### src/tbd_params.svh
// timing and field constants for the twelve bit instruction decoder
// assumes inclusion by bare name from the package and modules
`ifndef TBD_PARAMS_SVH
`define TBD_PARAMS_SVH
`define TBD_WORD_W        12
`define TBD_OSC_PER_CYC   4
`define TBD_FILE_W        5
`define TBD_BYTE_OP_HI    11
`define TBD_BYTE_OP_LO    6
`define TBD_DEST_POS      5
`define TBD_FILE_HI       4
`define TBD_BIT_OP_HI     11
`define TBD_BIT_OP_LO     8
`define TBD_BITNUM_HI     7
`define TBD_BITNUM_LO     5
`define TBD_LIT_OP_HI     11
`define TBD_LIT_OP_LO     8
`define TBD_LIT8_HI       7
`define TBD_JMP_OP_HI     11
`define TBD_JMP_OP_LO     9
`define TBD_LIT9_HI       8
`define TBD_JMP_CODE      3'h5
`define TBD_CALL_CODE     4'h9
`define TBD_RET_CODE      4'h8
`define TBD_BITTEST_HI    3'h3
`define TBD_CLASS_HI      11
`define TBD_CLASS_LO      10
`define TBD_BYTE_CLS      2'h0
`define TBD_BIT_CLS       2'h1
`define TBD_FSZ_CODE      3'h1
`define TBD_FSZ_TAIL      2'h3
`endif

### src/tbd_pkg.sv
// types shared by the instruction decoder and its sequencer
// assumes tbd_params.svh is on the include path
`include "tbd_params.svh"
package tbd_pkg;
   typedef enum logic [1:0] {
      TBD_CLS_BYTE,
      TBD_CLS_BIT,
      TBD_CLS_LIT
   } tbd_class_type;

   typedef struct packed {
      tbd_class_type class_sel;
      logic [5:0]    opcode;
      logic          dest_file;
      logic [4:0]    file_sel;
      logic [2:0]    bit_sel;
      logic [8:0]    literal;
      logic          lit_is_9;
      logic          two_cycle;
      logic          cond_skip;
   } tbd_decode_type;
endpackage

### src/tbd_decoder.sv
// twelve bit instruction decoder with instruction cycle sequencing
// assumes program memory holds i_instr stable through each cycle
`timescale 1ns/1ps
`include "tbd_params.svh"

// Functional notes
// - word is opcode plus operand fields
// - classify byte, bit or literal/control
// - file select picks one of 32
// - destination 0 accumulator, 1 file
// - bit select names bit in file
// - literal is 8 or 9 bits
// - don't-care bits ignored in decode
// - branches or true skips take two cycles
// - instruction cycle is four clocks
// - byte format opcode, d, file
// - bit format opcode, bit, file
// - literal format opcode, 8-bit immediate
// - branch format opcode, 9-bit target
module tbd_decoder
   import tbd_pkg::*;
#(
   parameter int WORD_W = `TBD_WORD_W
) (
   // clock and reset
   input  wire logic              i_ref_clk,
   input  wire logic              i_arst_n,
   // instruction and condition
   input  wire logic [WORD_W-1:0] i_instr,
   input  wire logic              i_skip_true,
   // decode results
   output tbd_decode_type         o_dec,
   output logic                   o_fetch,
   output logic                   o_second_cycle,
   output logic [1:0]             o_phase
);
   // raw fields of the word
   logic [1:0]     class_bits;
   logic [2:0]     top3_op;
   logic [5:0]     byte_op;
   logic [3:0]     bit_op;
   logic [3:0]     lit_op;
   logic           dest_field;
   logic [4:0]     file_field;
   logic [2:0]     bit_field;
   logic [7:0]     lit8_field;
   logic [8:0]     lit9_field;

   // instruction kinds
   logic           is_byte;
   logic           is_bit;
   logic           is_jump;
   logic           is_call;
   logic           is_ret;
   logic           is_bit_test;
   logic           is_fsz;

   // per class decodes
   tbd_decode_type byte_dec;
   tbd_decode_type bit_dec;
   tbd_decode_type lit_dec;
   tbd_decode_type word_dec;

   // sequencing and registers
   logic [1:0]     phase;
   logic           cyc_end;
   tbd_decode_type dec_d;
   tbd_decode_type dec_q;
   logic           two_needed;
   logic           load_slot;
   logic           second_d;
   logic           second_q;
   logic           fetch_d;
   logic           fetch_q;
   logic [1:0]     phase_d;
   logic [1:0]     phase_q;

   tbd_phase_seq u_seq (
      .i_ref_clk   (i_ref_clk),
      .i_arst_n    (i_arst_n),
      .o_phase     (phase),
      .o_cycle_end (cyc_end)
   );

   always_comb begin
      class_bits = i_instr[`TBD_CLASS_HI:`TBD_CLASS_LO];
      top3_op    = i_instr[`TBD_JMP_OP_HI:`TBD_JMP_OP_LO];
      byte_op    = i_instr[`TBD_BYTE_OP_HI:`TBD_BYTE_OP_LO];
      bit_op     = i_instr[`TBD_BIT_OP_HI:`TBD_BIT_OP_LO];
      lit_op     = i_instr[`TBD_LIT_OP_HI:`TBD_LIT_OP_LO];
      dest_field = i_instr[`TBD_DEST_POS];
      file_field = i_instr[`TBD_FILE_HI:0];
      bit_field  = i_instr[`TBD_BITNUM_HI:`TBD_BITNUM_LO];
      lit8_field = i_instr[`TBD_LIT8_HI:0];
      lit9_field = i_instr[`TBD_LIT9_HI:0];
   end

   always_comb begin
      is_byte = (class_bits == `TBD_BYTE_CLS);
      is_bit  = (class_bits == `TBD_BIT_CLS);
   end

   always_comb begin
      is_jump     = (top3_op == `TBD_JMP_CODE);
      is_call     = (lit_op == `TBD_CALL_CODE);
      is_ret      = (lit_op == `TBD_RET_CODE);
      is_bit_test = (top3_op == `TBD_BITTEST_HI);
      is_fsz      = (top3_op == `TBD_FSZ_CODE)
                 && (byte_op[1:0] == `TBD_FSZ_TAIL);
   end

   always_comb begin
      byte_dec           = '0;
      byte_dec.class_sel = TBD_CLS_BYTE;
      byte_dec.opcode    = byte_op;
      byte_dec.dest_file = dest_field;
      byte_dec.file_sel  = file_field;
   end

   always_comb begin
      bit_dec           = '0;
      bit_dec.class_sel = TBD_CLS_BIT;
      bit_dec.opcode    = {2'h0, bit_op};
      bit_dec.bit_sel   = bit_field;
      bit_dec.file_sel  = file_field;
   end

   always_comb begin
      lit_dec           = '0;
      lit_dec.class_sel = TBD_CLS_LIT;
      lit_dec.lit_is_9  = is_jump;
      // literal words select no file
      lit_dec.file_sel  = 5'h0;
      if (is_jump) begin
         lit_dec.opcode  = {3'h0, top3_op};
         lit_dec.literal = lit9_field;
      end else begin
         lit_dec.opcode  = {2'h0, lit_op};
         lit_dec.literal = {1'b0, lit8_field};
      end
   end

   always_comb begin
      if (is_byte) begin
         word_dec = byte_dec;
      end else if (is_bit) begin
         word_dec = bit_dec;
      end else begin
         word_dec = lit_dec;
      end
      word_dec.cond_skip = is_bit_test || (is_byte && is_fsz);
      word_dec.two_cycle = is_jump || is_call || is_ret;
   end

   // decoded word held between loads
   always_comb begin
      dec_d = dec_q;
      if (fetch_d) begin
         dec_d = word_dec;
      end
   end

   always_ff @(posedge i_ref_clk or negedge i_arst_n) begin
      if (!i_arst_n) begin
         dec_q <= '0;
      end else begin
         dec_q <= dec_d;
      end
   end

   // second cycle after branch or skip
   always_comb begin
      two_needed = dec_q.two_cycle || (dec_q.cond_skip && i_skip_true);
      second_d   = second_q;
      if (cyc_end) begin
         second_d = !second_q && two_needed;
      end
      load_slot = (phase == 2'(`TBD_OSC_PER_CYC - 1));
      fetch_d   = load_slot && !second_d;
   end

   always_ff @(posedge i_ref_clk or negedge i_arst_n) begin
      if (!i_arst_n) begin
         second_q <= 1'b0;
         fetch_q  <= 1'b0;
      end else begin
         second_q <= second_d;
         fetch_q  <= fetch_d;
      end
   end

   // phase shown one clock late
   always_comb begin
      phase_d = phase;
   end

   always_ff @(posedge i_ref_clk or negedge i_arst_n) begin
      if (!i_arst_n) begin
         phase_q <= 2'h0;
      end else begin
         phase_q <= phase_d;
      end
   end

   assign o_dec          = dec_q;
   assign o_fetch        = fetch_q;
   assign o_second_cycle = second_q;
   assign o_phase        = phase_q;
endmodule

### src/tbd_phase_seq.sv
// four phase sequencer forming one instruction cycle
// assumes a free running core clock
`timescale 1ns/1ps
`include "tbd_params.svh"
module tbd_phase_seq
   import tbd_pkg::*;
#(
   parameter int PHASES = `TBD_OSC_PER_CYC
) (
   // clock and reset
   input  wire logic       i_ref_clk,
   input  wire logic       i_arst_n,
   // phase outputs
   output logic [1:0]      o_phase,
   output logic            o_cycle_end
);
   logic [1:0] phase_q;
   logic [1:0] phase_d;
   logic       end_q;
   logic       end_d;

   always_comb begin
      end_d   = (phase_q == 2'(PHASES - 2));
      phase_d = (phase_q == 2'(PHASES - 1)) ? 2'h0 : phase_q + 2'h1;
   end

   always_ff @(posedge i_ref_clk or negedge i_arst_n) begin
      if (!i_arst_n) begin
         phase_q <= 2'h0;
         end_q   <= 1'b0;
      end else begin
         phase_q <= phase_d;
         end_q   <= end_d;
      end
   end

   assign o_phase     = phase_q;
   assign o_cycle_end = end_q;
endmodule

### config.mk
export PLATFORM = sky130hd
export DESIGN_NAME = tbd_decoder
export DESIGN_NICKNAME = d
export VERILOG_FILES = /design/src/tbd_pkg.sv /design/src/tbd_decoder.sv /design/src/tbd_phase_seq.sv
export VERILOG_INCLUDE_DIRS = /design/src
export SDC_FILE = /design/constraint.sdc
export NUM_CORES = 1
export LEC_CHECK = 0
export ABC_AREA = 1
export BUFFER_PORTS_ARGS = -buffer_cell sky130_fd_sc_hd__buf_4
export CAP_MARGIN = 20
export CORE_MARGIN = 4
export CORE_UTILIZATION = 58
export CTS_BUF_LIST = sky130_fd_sc_hd__clkbuf_2
export CTS_CLUSTER_SIZE = 20
export DETAILED_ROUTE_END_ITERATION = 10
export PLACE_DENSITY = 0.95
export SYNTH_ARGS = -nofsm -noshare
export SYNTH_HDL_FRONTEND = slang
export SYNTH_SLANG_ARGS = --single-unit
### constraint.sdc
create_clock -name i_ref_clk -period 3.1 [get_ports i_ref_clk]
set_input_delay 0.62 -clock i_ref_clk [delete_from_list [all_inputs] [get_ports i_ref_clk]]
set_output_delay 0.62 -clock i_ref_clk [all_outputs]
set_load 0.1 [all_outputs]
# [Yosys cells after proc, flatten, opt, wreduce, memory -nomap -nowiden]
# Cells that the tools add are included.
[totals] ff_bits=36 latchBits=0 ram_bits=0 rom_bits=0 in_bits=15 out_inout_bits=33 memories=0
[op_classes] n_addsub=1 n_mul=0 div=0 n_lt_le_gt_ge=0 n_eq_ne=9 shifts=0 n_mux=6 n_bitwise=0 reduce_logical=12
[ops] op="two-way mux 29 bit" n=2
[ops] op="two-way mux 9 bit" n=1
[ops] op="equality test 4 bit, second input constant" n=2
[ops] op="equality test 2 bit, second input constant" n=3
[ops] op="logical AND 1 bit" n=5
[ops] op="logical OR 1 bit" n=4
[ops] op="two-way mux 4 bit" n=1
[ops] op="equality test 3 x 1 -> 1 bit, second input constant" n=1
[ops] op="equality test 3 x 2 -> 1 bit, second input constant" n=1
[ops] op="equality test 3 bit, second input constant" n=1
[ops] op="adder 2 x 1 -> 2 bit, second input constant" n=1
[ops] op="equality test 2 x 1 -> 1 bit, second input constant" n=1
[ops] op="logical NOT 1 bit" n=2
[ops] op="logical NOT 2 bit" n=1
[ops] op="two-way mux 2 bit" n=1
[ops] op="two-way mux 1 bit" n=1

# [Logic depth before layout (Yosys ltp)]
# Gate-level depths: netlist of the first run.
[logic_depth] word_depth=6 ltp_mapped=7

# [Modules after synthesis]
# Synthesis of the first run repeated with hierarchy kept, for this count alone.
[unflattened] hier_cells=207 area_unflattened_um2=1712.9
[by_module_without_submodules] module="tbd_decoder" n_inst=1 cells_each=199 area_per_inst_um2=1601.5
[by_module_without_submodules] module="tbd_phase_seq" n_inst=1 cells_each=8 area_per_inst_um2=111.4

# [Least setup slack after synthesis of the first run]
# No wires, ideal clock.
[synth_path] path_type="register -> register" from="reg dec_q (netlist bit o_dec[0])" to="reg dec_q (netlist bit o_dec[0])" setup_time_ns=0.068 arrival_ns=1.639 t_required_ns=3.032 setup_slack_ns=1.393 path_stages_with_launch=8 path_cell_list="dfrtp_1 nand2_1 nand2_1 nand2_4 nand3_4 buf_6 nand2_1 nand2_1"
[synth_between] elab_chain_len=6
[synth_rtl] element="start, declared" line="tbd_decoder.sv:68" source="tbd_decode_type dec_q;"
[synth_rtl] element="start signal, assigned" line="tbd_decoder.sv:165" source="dec_q <= '0;"
[synth_rtl] element="start signal, assigned" line="tbd_decoder.sv:167" source="dec_q <= dec_d;"
[synth_rtl] element="logical AND 1 bit" line="tbd_decoder.sv:173" source="two_needed = dec_q.two_cycle || (dec_q.cond_skip && i_skip_true);"
[synth_rtl] element="logical OR 1 bit" line="tbd_decoder.sv:173"
[synth_rtl] element="logical AND 1 bit" line="tbd_decoder.sv:176" source="second_d = !second_q && two_needed;"
[synth_rtl] element="two-way mux 1 bit" line="tbd_decoder.sv:175" source="if (cyc_end) begin"
[synth_rtl] element="logical NOT 1 bit" line="tbd_decoder.sv:179" source="fetch_d = load_slot && !second_d;"
[synth_rtl] element="logical AND 1 bit" line="tbd_decoder.sv:179"
# Every way passes these cells.
# A chain may end at the register's enable or synchronous reset.

# [Final worst setup path of the first run]
[layout_path] from="reg second_q, in the netlist o_second_cycle" to="out o_second_cycle"
[layout_lines] element="start, declared" line="tbd_decoder.sv:72" source="logic second_q;"
[layout_lines] element="start signal, assigned" line="tbd_decoder.sv:187" source="second_q <= second_d;"
[layout_lines] element="end, declared" line="tbd_decoder.sv:34" source="output logic o_second_cycle,"
# No word-level cell between the ends.

==> flow_metrics.env, run 1 <==
export IMPL_final_nets=267
export IMPL_routed_wl_um=3551
export IMPL_clock_sinks=36
export IMPL_min_path_type="primary input to asynchronous set/reset pin"
export IMPL_critical_path_arrival_ns=1.18
export IMPL_worstMarginPinSlew_ns=0.4446
export IMPL_grt_pass1_vias=1371
export IMPL_dr_pass1_iters=4
export IMPL_syn_num_nets=223
export IMPL_cts_setup_buffers=0
export IMPL_htree_levels=2
export IMPL_status="finished clean"
export IMPL_grt_pass1_wl_um=6223
export IMPL_final_antenna_net_count=0
export IMPL_r2r_cells=5
export IMPL_syn_area_um2=1710
export IMPL_timing_final_crit_share_pct=58.02
export IMPL_grt_usage_pct=19.70
export IMPL_crit_path_max_fanout=3
export IMPL_synth_cell_type_count=17
export IMPL_synth_seq_cells=36
export IMPL_maxSlewViolCount=0
export IMPL_ios=48
export IMPL_routedWlPerCell_um=12.59
export IMPL_io_buffers=47
export IMPL_achievable_frequency_mhz=556.0
export IMPL_synth_top_area_cell="dfrtp_1"
export IMPL_p_per_area_nw_per_um2=683.5
export IMPL_clock_root_buffer="clkbuf_2"
export IMPL_crit_path_top_delay_cell="dfrtp_1"
export IMPL_cts_tree="yes"
export IMPL_drtIter0Drc=54
export IMPL_area_growth_pct=20.63
export IMPL_cts_resized=0
export IMPL_drive_gt1_share_pct=24.30
export IMPL_synth_edff_count=0
export IMPL_crit_path_end_kind="primary output"
export IMPL_grt_max_degree=37
export IMPL_yosysTopAreaCellShare_pct=52.67
export IMPL_vias=1447
export IMPL_clk_latency_ns=0.38
export IMPL_crit_buf_inv=1
export IMPL_synth_avg_cell_area_um2=8.303
export IMPL_leakage_uw=0.001295
export IMPL_r2r_start="u_seq.o_phase[0]"
export IMPL_ys_top_cells_by_area="dfrtp_1 (53%), nand2_1 (17%), inv_1 (5.9%)"
export IMPL_crit_chain="buf_4"
export IMPL_synth_common_cells="nand2_1 (78), dfrtp_1 (36), inv_1 (27)"
export IMPL_ctsHoldBuffers=0
export IMPL_postSynthCellCount=206
export IMPL_peakVddDrop_mv=0.5990
export IMPL_antennaDiodeCount=0
export IMPL_slew_headroom_pct=70.36
export IMPL_cts_buffers=5
export IMPL_overflow=0
export IMPL_num_rows=19
export IMPL_routabilityCongestion=0.8383
export IMPL_die_h_um=62.31
export IMPL_drc=0
export IMPL_required_ns=2.48
export IMPL_core_area_um2=2781
export IMPL_cap_violations=0
export IMPL_max_stage_delay_ns=0.48
export IMPL_cts_path_max_buffers=2
export IMPL_synth_ff_type="dfrtp_1"
export IMPL_synth_warnings=0
export IMPL_finalSetupViolCount=0
export IMPL_timing_rr_end="o_dec[0]"
export IMPL_antenna_found_initial=0
export IMPL_path_class="register to primary output"
export IMPL_start_util_pct=61.49
export IMPL_clk_pin_slew_ns=0.16
export IMPL_synth_most_common_cell="nand2_1"
export IMPL_min_period_ns=1.799
export IMPL_seq_area_frac_synth_pct=52.67
export IMPL_r2r_slack_ns=1.56
export IMPL_cpLargestDelayFamily="flip-flops"
export IMPL_skew_ns=0.01276
export IMPL_startpoint_type="register"
export IMPL_dp_hpwl_um=2533
export IMPL_routed_via_density=5.131
export IMPL_p_total_uw=1410
export IMPL_fin_tns_setup_ns=0
export IMPL_post_route_util_pct=74.18
export IMPL_rsz0062_at_grt="no"
export IMPL_die_x_um=62.31
export IMPL_async_reset_ff_share_pct=100.0
export IMPL_finalHoldViolCount=0
export IMPL_dieArea_um2=3882
## report_power, final
group / leakage [µW] / switching (µW) / internal, µW / total, µW
clock: 0.0000306 / 142 / 60.4 / 203
sequential: 0.000470 / 35.8 / 525 / 561
combinational: 0.000794 / 527 / 120 / 647
## routing by layer
metal  up-vias  track usage [%]  wire length, µm
li1        722                -                -
met1       672            24.34             1486
met2        46            32.51             1736
met3         7            5.766              270
met4         0            7.427               57
met5         -                0                0
## layout make-up
class,instances,area [µm²]
multi-input combinational,131,619.3
sequential,36,900.9
tap,31,38.79
timing repair buffer,48,360.3
clock buffer,7,35.03
inverter,28,105.1
fill,231,718.2
clock inverter,1,3.754
## worst max path at each step
stage,start,endpoint,depth (start not counted)
after floorplan,o_dec[0],o_dec[0],7
after global placement,i_skip_true,o_dec[22],7
after detailed placement,i_skip_true,o_dec[0],7
after CTS,o_second_cycle,o_second_cycle,1
after global routing,o_second_cycle,o_second_cycle,1
final,o_second_cycle,o_second_cycle,1
## flip-flops by register name, indices dropped and copies added, names as in the netlist
signal / flops
o_phase: 2
o_second_cycle: 1
o_fetch: 1
o_dec: 29
u_seq.o_phase: 2
u_seq.o_cycle_end: 1
## per-stage QoR
step / instance area [µm²] / std cells / worst slack (ns) / hold slack, ns
2_1_floorplan: 1710 / 206 / 1.393 / 0.3244
3_3_place_gp: 2024 / 274 / 1.406 / 0.3900
3_5_place_dp: 2024 / 274 / 1.344 / 0.4094
4_1_cts: 2063 / 282 / 1.249 / 0.1438
5_1_grt: 2063 / 282 / 1.211 / 0.1473
6_report: 2063 / 282 / 1.301 / 0.1535
## cell usage in the layout, fill, tap and decap left out
cell type / count
nor2_4: 1
nand2_4: 2
nand3_4: 1
clkinv_1: 1
ha_1: 2
inv_2: 1
nand2_1: 78
nand4_1: 15
nand3_1: 15
o21ai_0: 1
buf_4: 48
a21oi_1: 1
nor2_1: 14
a21boi_4: 1
dfrtp_1: 36
clkbuf_2: 7
inv_1: 27
## logic make-up (layout without fill, tap and decap cells)
kind of cell / Yosys count / count (layout) / share of synthesized area, %
simple gates: 126 / 126 / 33.06
flops: 36 / 36 / 52.67
fa+ha+maj: 2 / 2 / 1.463
compound gates: 3 / 3 / 1.682
buf+inv: 39 / 84 / 11.12
Power figures use the tool's default switching activity.
==> run 2: changes to the inputs <==
--- a/config.mk
+++ b/config.mk
@@ -10,11 +10,11 @@
 export BUFFER_PORTS_ARGS = -buffer_cell sky130_fd_sc_hd__buf_4
 export CAP_MARGIN = 20
 export CORE_MARGIN = 4
-export CORE_UTILIZATION = 58
+export CORE_UTILIZATION = 48
 export CTS_BUF_LIST = sky130_fd_sc_hd__clkbuf_2
 export CTS_CLUSTER_SIZE = 20
 export DETAILED_ROUTE_END_ITERATION = 10
-export PLACE_DENSITY = 0.95
+export PLACE_DENSITY = 0.87
 export SYNTH_ARGS = -nofsm -noshare
 export SYNTH_HDL_FRONTEND = slang
 export SYNTH_SLANG_ARGS = --single-unit
==> constraint.sdc (replaced) <==
create_clock -name i_ref_clk -period 1.52 [get_ports i_ref_clk]
set_input_delay 0.304 -clock i_ref_clk [delete_from_list [all_inputs] [get_ports i_ref_clk]]
set_output_delay 0.304 -clock i_ref_clk [all_outputs]
set_load 0.1 [all_outputs]
==> run 2 against run 1 <==
Effect of this change: combinational power increased by 110%; utilization decreased by 12 points; worst setup slack got worse by 1.2 ns; cell count increased by 6.0%; critical endpoint unchanged; clock power increased by 110%; first-iteration DRC count increased by 140%; design area increased by 2.0%; die area increased by 18%; routed wire length increased by 3.0%; count of clock-buffer cells in the layout unchanged; clock skew increased by 0.0018 ns; sequential share of layout area decreased by 0.68 points.
==> flow_metrics.env, run 2 (synthesis gave the netlist of run 1 again) <==
export IMPL_status="finished clean"
export IMPL_layout_common_cells="nand2_1 (78), buf_4 (49), dfrtp_1 (33)"
export IMPL_core_area_um2=3390
export IMPL_clk_latency_ns=0.37
export IMPL_cts_tree="yes"
export IMPL_antennaDiodeCount=0
export IMPL_maxSlewViolCount=0
export IMPL_crit_path_max_fanout=3
export IMPL_vias=1455
export IMPL_r2r_start="o_second_cycle"
export IMPL_rsz0062_at_grt="no"
export IMPL_ios=48
export IMPL_crit_chain="buf_4"
export IMPL_cap_violations=0
export IMPL_path_class="register to primary output"
export IMPL_min_period_ns=1.445
export IMPL_dp_hpwl_um=2589
export IMPL_skew_ns=0.01453
export IMPL_crit_path_end_kind="primary output"
export IMPL_fin_tns_setup_ns=0
export IMPL_die_h_um=67.70
export IMPL_crit_path_top_delay_cell="dfrtp_2"
export IMPL_cpLargestDelayFamily="flip-flops"
export IMPL_largest_reg_flops=29
export IMPL_startpoint_type="register"
export IMPL_peakVddDrop_mv=0.7448
export IMPL_num_rows=21
export IMPL_clk_pin_slew_ns=0.17
export IMPL_max_stage_delay_ns=0.46
export IMPL_post_route_util_pct=62.09
export IMPL_place_area_um2=2054
export IMPL_cts_path_max_buffers=2
export IMPL_crit_buf_inv=1
export IMPL_dieArea_um2=4583
export IMPL_io_buffers=47
export IMPL_cts_buffers=5
export IMPL_drtIter0Drc=130
export IMPL_layout_commonest_cell="nand2_1"
export IMPL_grt_usage_pct=17.44
export IMPL_multi_input_area_um2=619.3
export IMPL_worstMarginPinSlew_ns=0.4396
export IMPL_timing_final_crit_share_pct=95.04
export IMPL_fin_area_um2=2105
export IMPL_clock_sinks=36
export IMPL_grt_pass1_wl_um=5968
export IMPL_finalHoldViolCount=0
export IMPL_routabilityCongestion=0.8361
export IMPL_dr_pass1_iters=5
export IMPL_start_util_pct=50.46
export IMPL_htree_levels=2
export IMPL_finalSetupViolCount=0
export IMPL_whs_endpoint="o_dec[1]"
export IMPL_grt_max_degree=37
export IMPL_final_nets=269
export IMPL_p_per_area_nw_per_um2=1377
export IMPL_grt_pass1_vias=1292
export IMPL_required_ns=1.22
export IMPL_slew_headroom_pct=70.69
export IMPL_cts_setup_buffers=0
export IMPL_overflow=0
export IMPL_r2r_cells=4
export IMPL_critical_path_arrival_ns=1.14
export IMPL_leakage_uw=0.001301
export IMPL_p_total_uw=2898
export IMPL_routed_wl_um=3656
export IMPL_antenna_found_initial=0
export IMPL_timing_rr_end="o_dec[11]"
export IMPL_min_delay_start="i_instr[10]"
export IMPL_final_antenna_net_count=0
export IMPL_cts_resized=0
export IMPL_seq_area_um2=904.6
export IMPL_achievable_frequency_mhz=692.2
export IMPL_critPathLaunch="o_second_cycle"
export IMPL_nFillCells=310
export IMPL_routedWlPerCell_um=12.23
export IMPL_clock_root_buffer="clkbuf_2"
export IMPL_area_growth_pct=23.04
export IMPL_hold_depth=4
export IMPL_drc=0
export IMPL_r2r_slack_ns=0.17
export IMPL_die_x_um=67.70
export IMPL_routed_via_density=4.866
export IMPL_min_path_type="primary input to register"
export IMPL_ctsHoldBuffers=1
export IMPL_drive_gt1_share_pct=26.09
[run 2: cell count changes in the layout (fill, tap and decap cells not counted)]
cell,delta
clkinv_1,-1
dfrtp_1,-3
dfrtp_2,+3
buf_4,+1
dlygate4sd3_1,+1
clkinv_2,+1
[run 2: how the worst max path moves through the flow]
stage / cells past startpoint / end / slack [ns]
4_1_cts: 1 / o_second_cycle / 0.05
3_3_place_gp: 4 / o_dec[23] / 0.26
3_5_place_dp: 4 / o_dec[21] / 0.20
6_report: 1 / o_second_cycle / 0.08
2_1_floorplan: 7 / o_dec[10] / 0.09
5_1_grt: 1 / o_second_cycle / 0.02
[run 2: power by group]
part | switching [µW] | leakage (µW) | internal (µW)
sequential | 75.7 | 0.000465 | 1070
combinational | 1080 | 0.000803 | 246
clock | 298 | 0.0000330 | 126
[run 2: metrics by stage]
step,cells,hold slack (ns),worst slack [ns]
final,299,0.2221,0.07533
after global routing,299,0.2065,0.01901
after CTS,299,0.2043,0.05147
after detailed placement,290,0.2819,0.1978
after global placement,290,0.2764,0.2578
after floorplan,206,0.008409,0.09403
[run 2: cell type report]
cell class	instances	area share, %
well taps	46	2.735
flip-flops and latches	36	42.98
clock inverters	1	0.2378
inverters	28	4.994
clock buffers	7	1.665
multi-input cells	131	29.43
repair buffers	50	17.95
[run 2: routing by layer]
layer / vias to the layer above / part of all wire [%] / routed length (µm) / GRT usage (%)
li1: 727 / - / - / -
met1: 674 / 45 / 1646 / 23.28
met2: 46 / 47 / 1734 / 27.34
met3: 8 / 6.0 / 218 / 4.992
met4: 0 / 1.6 / 57 / 5.316
met5: - / 0 / 0 / 0
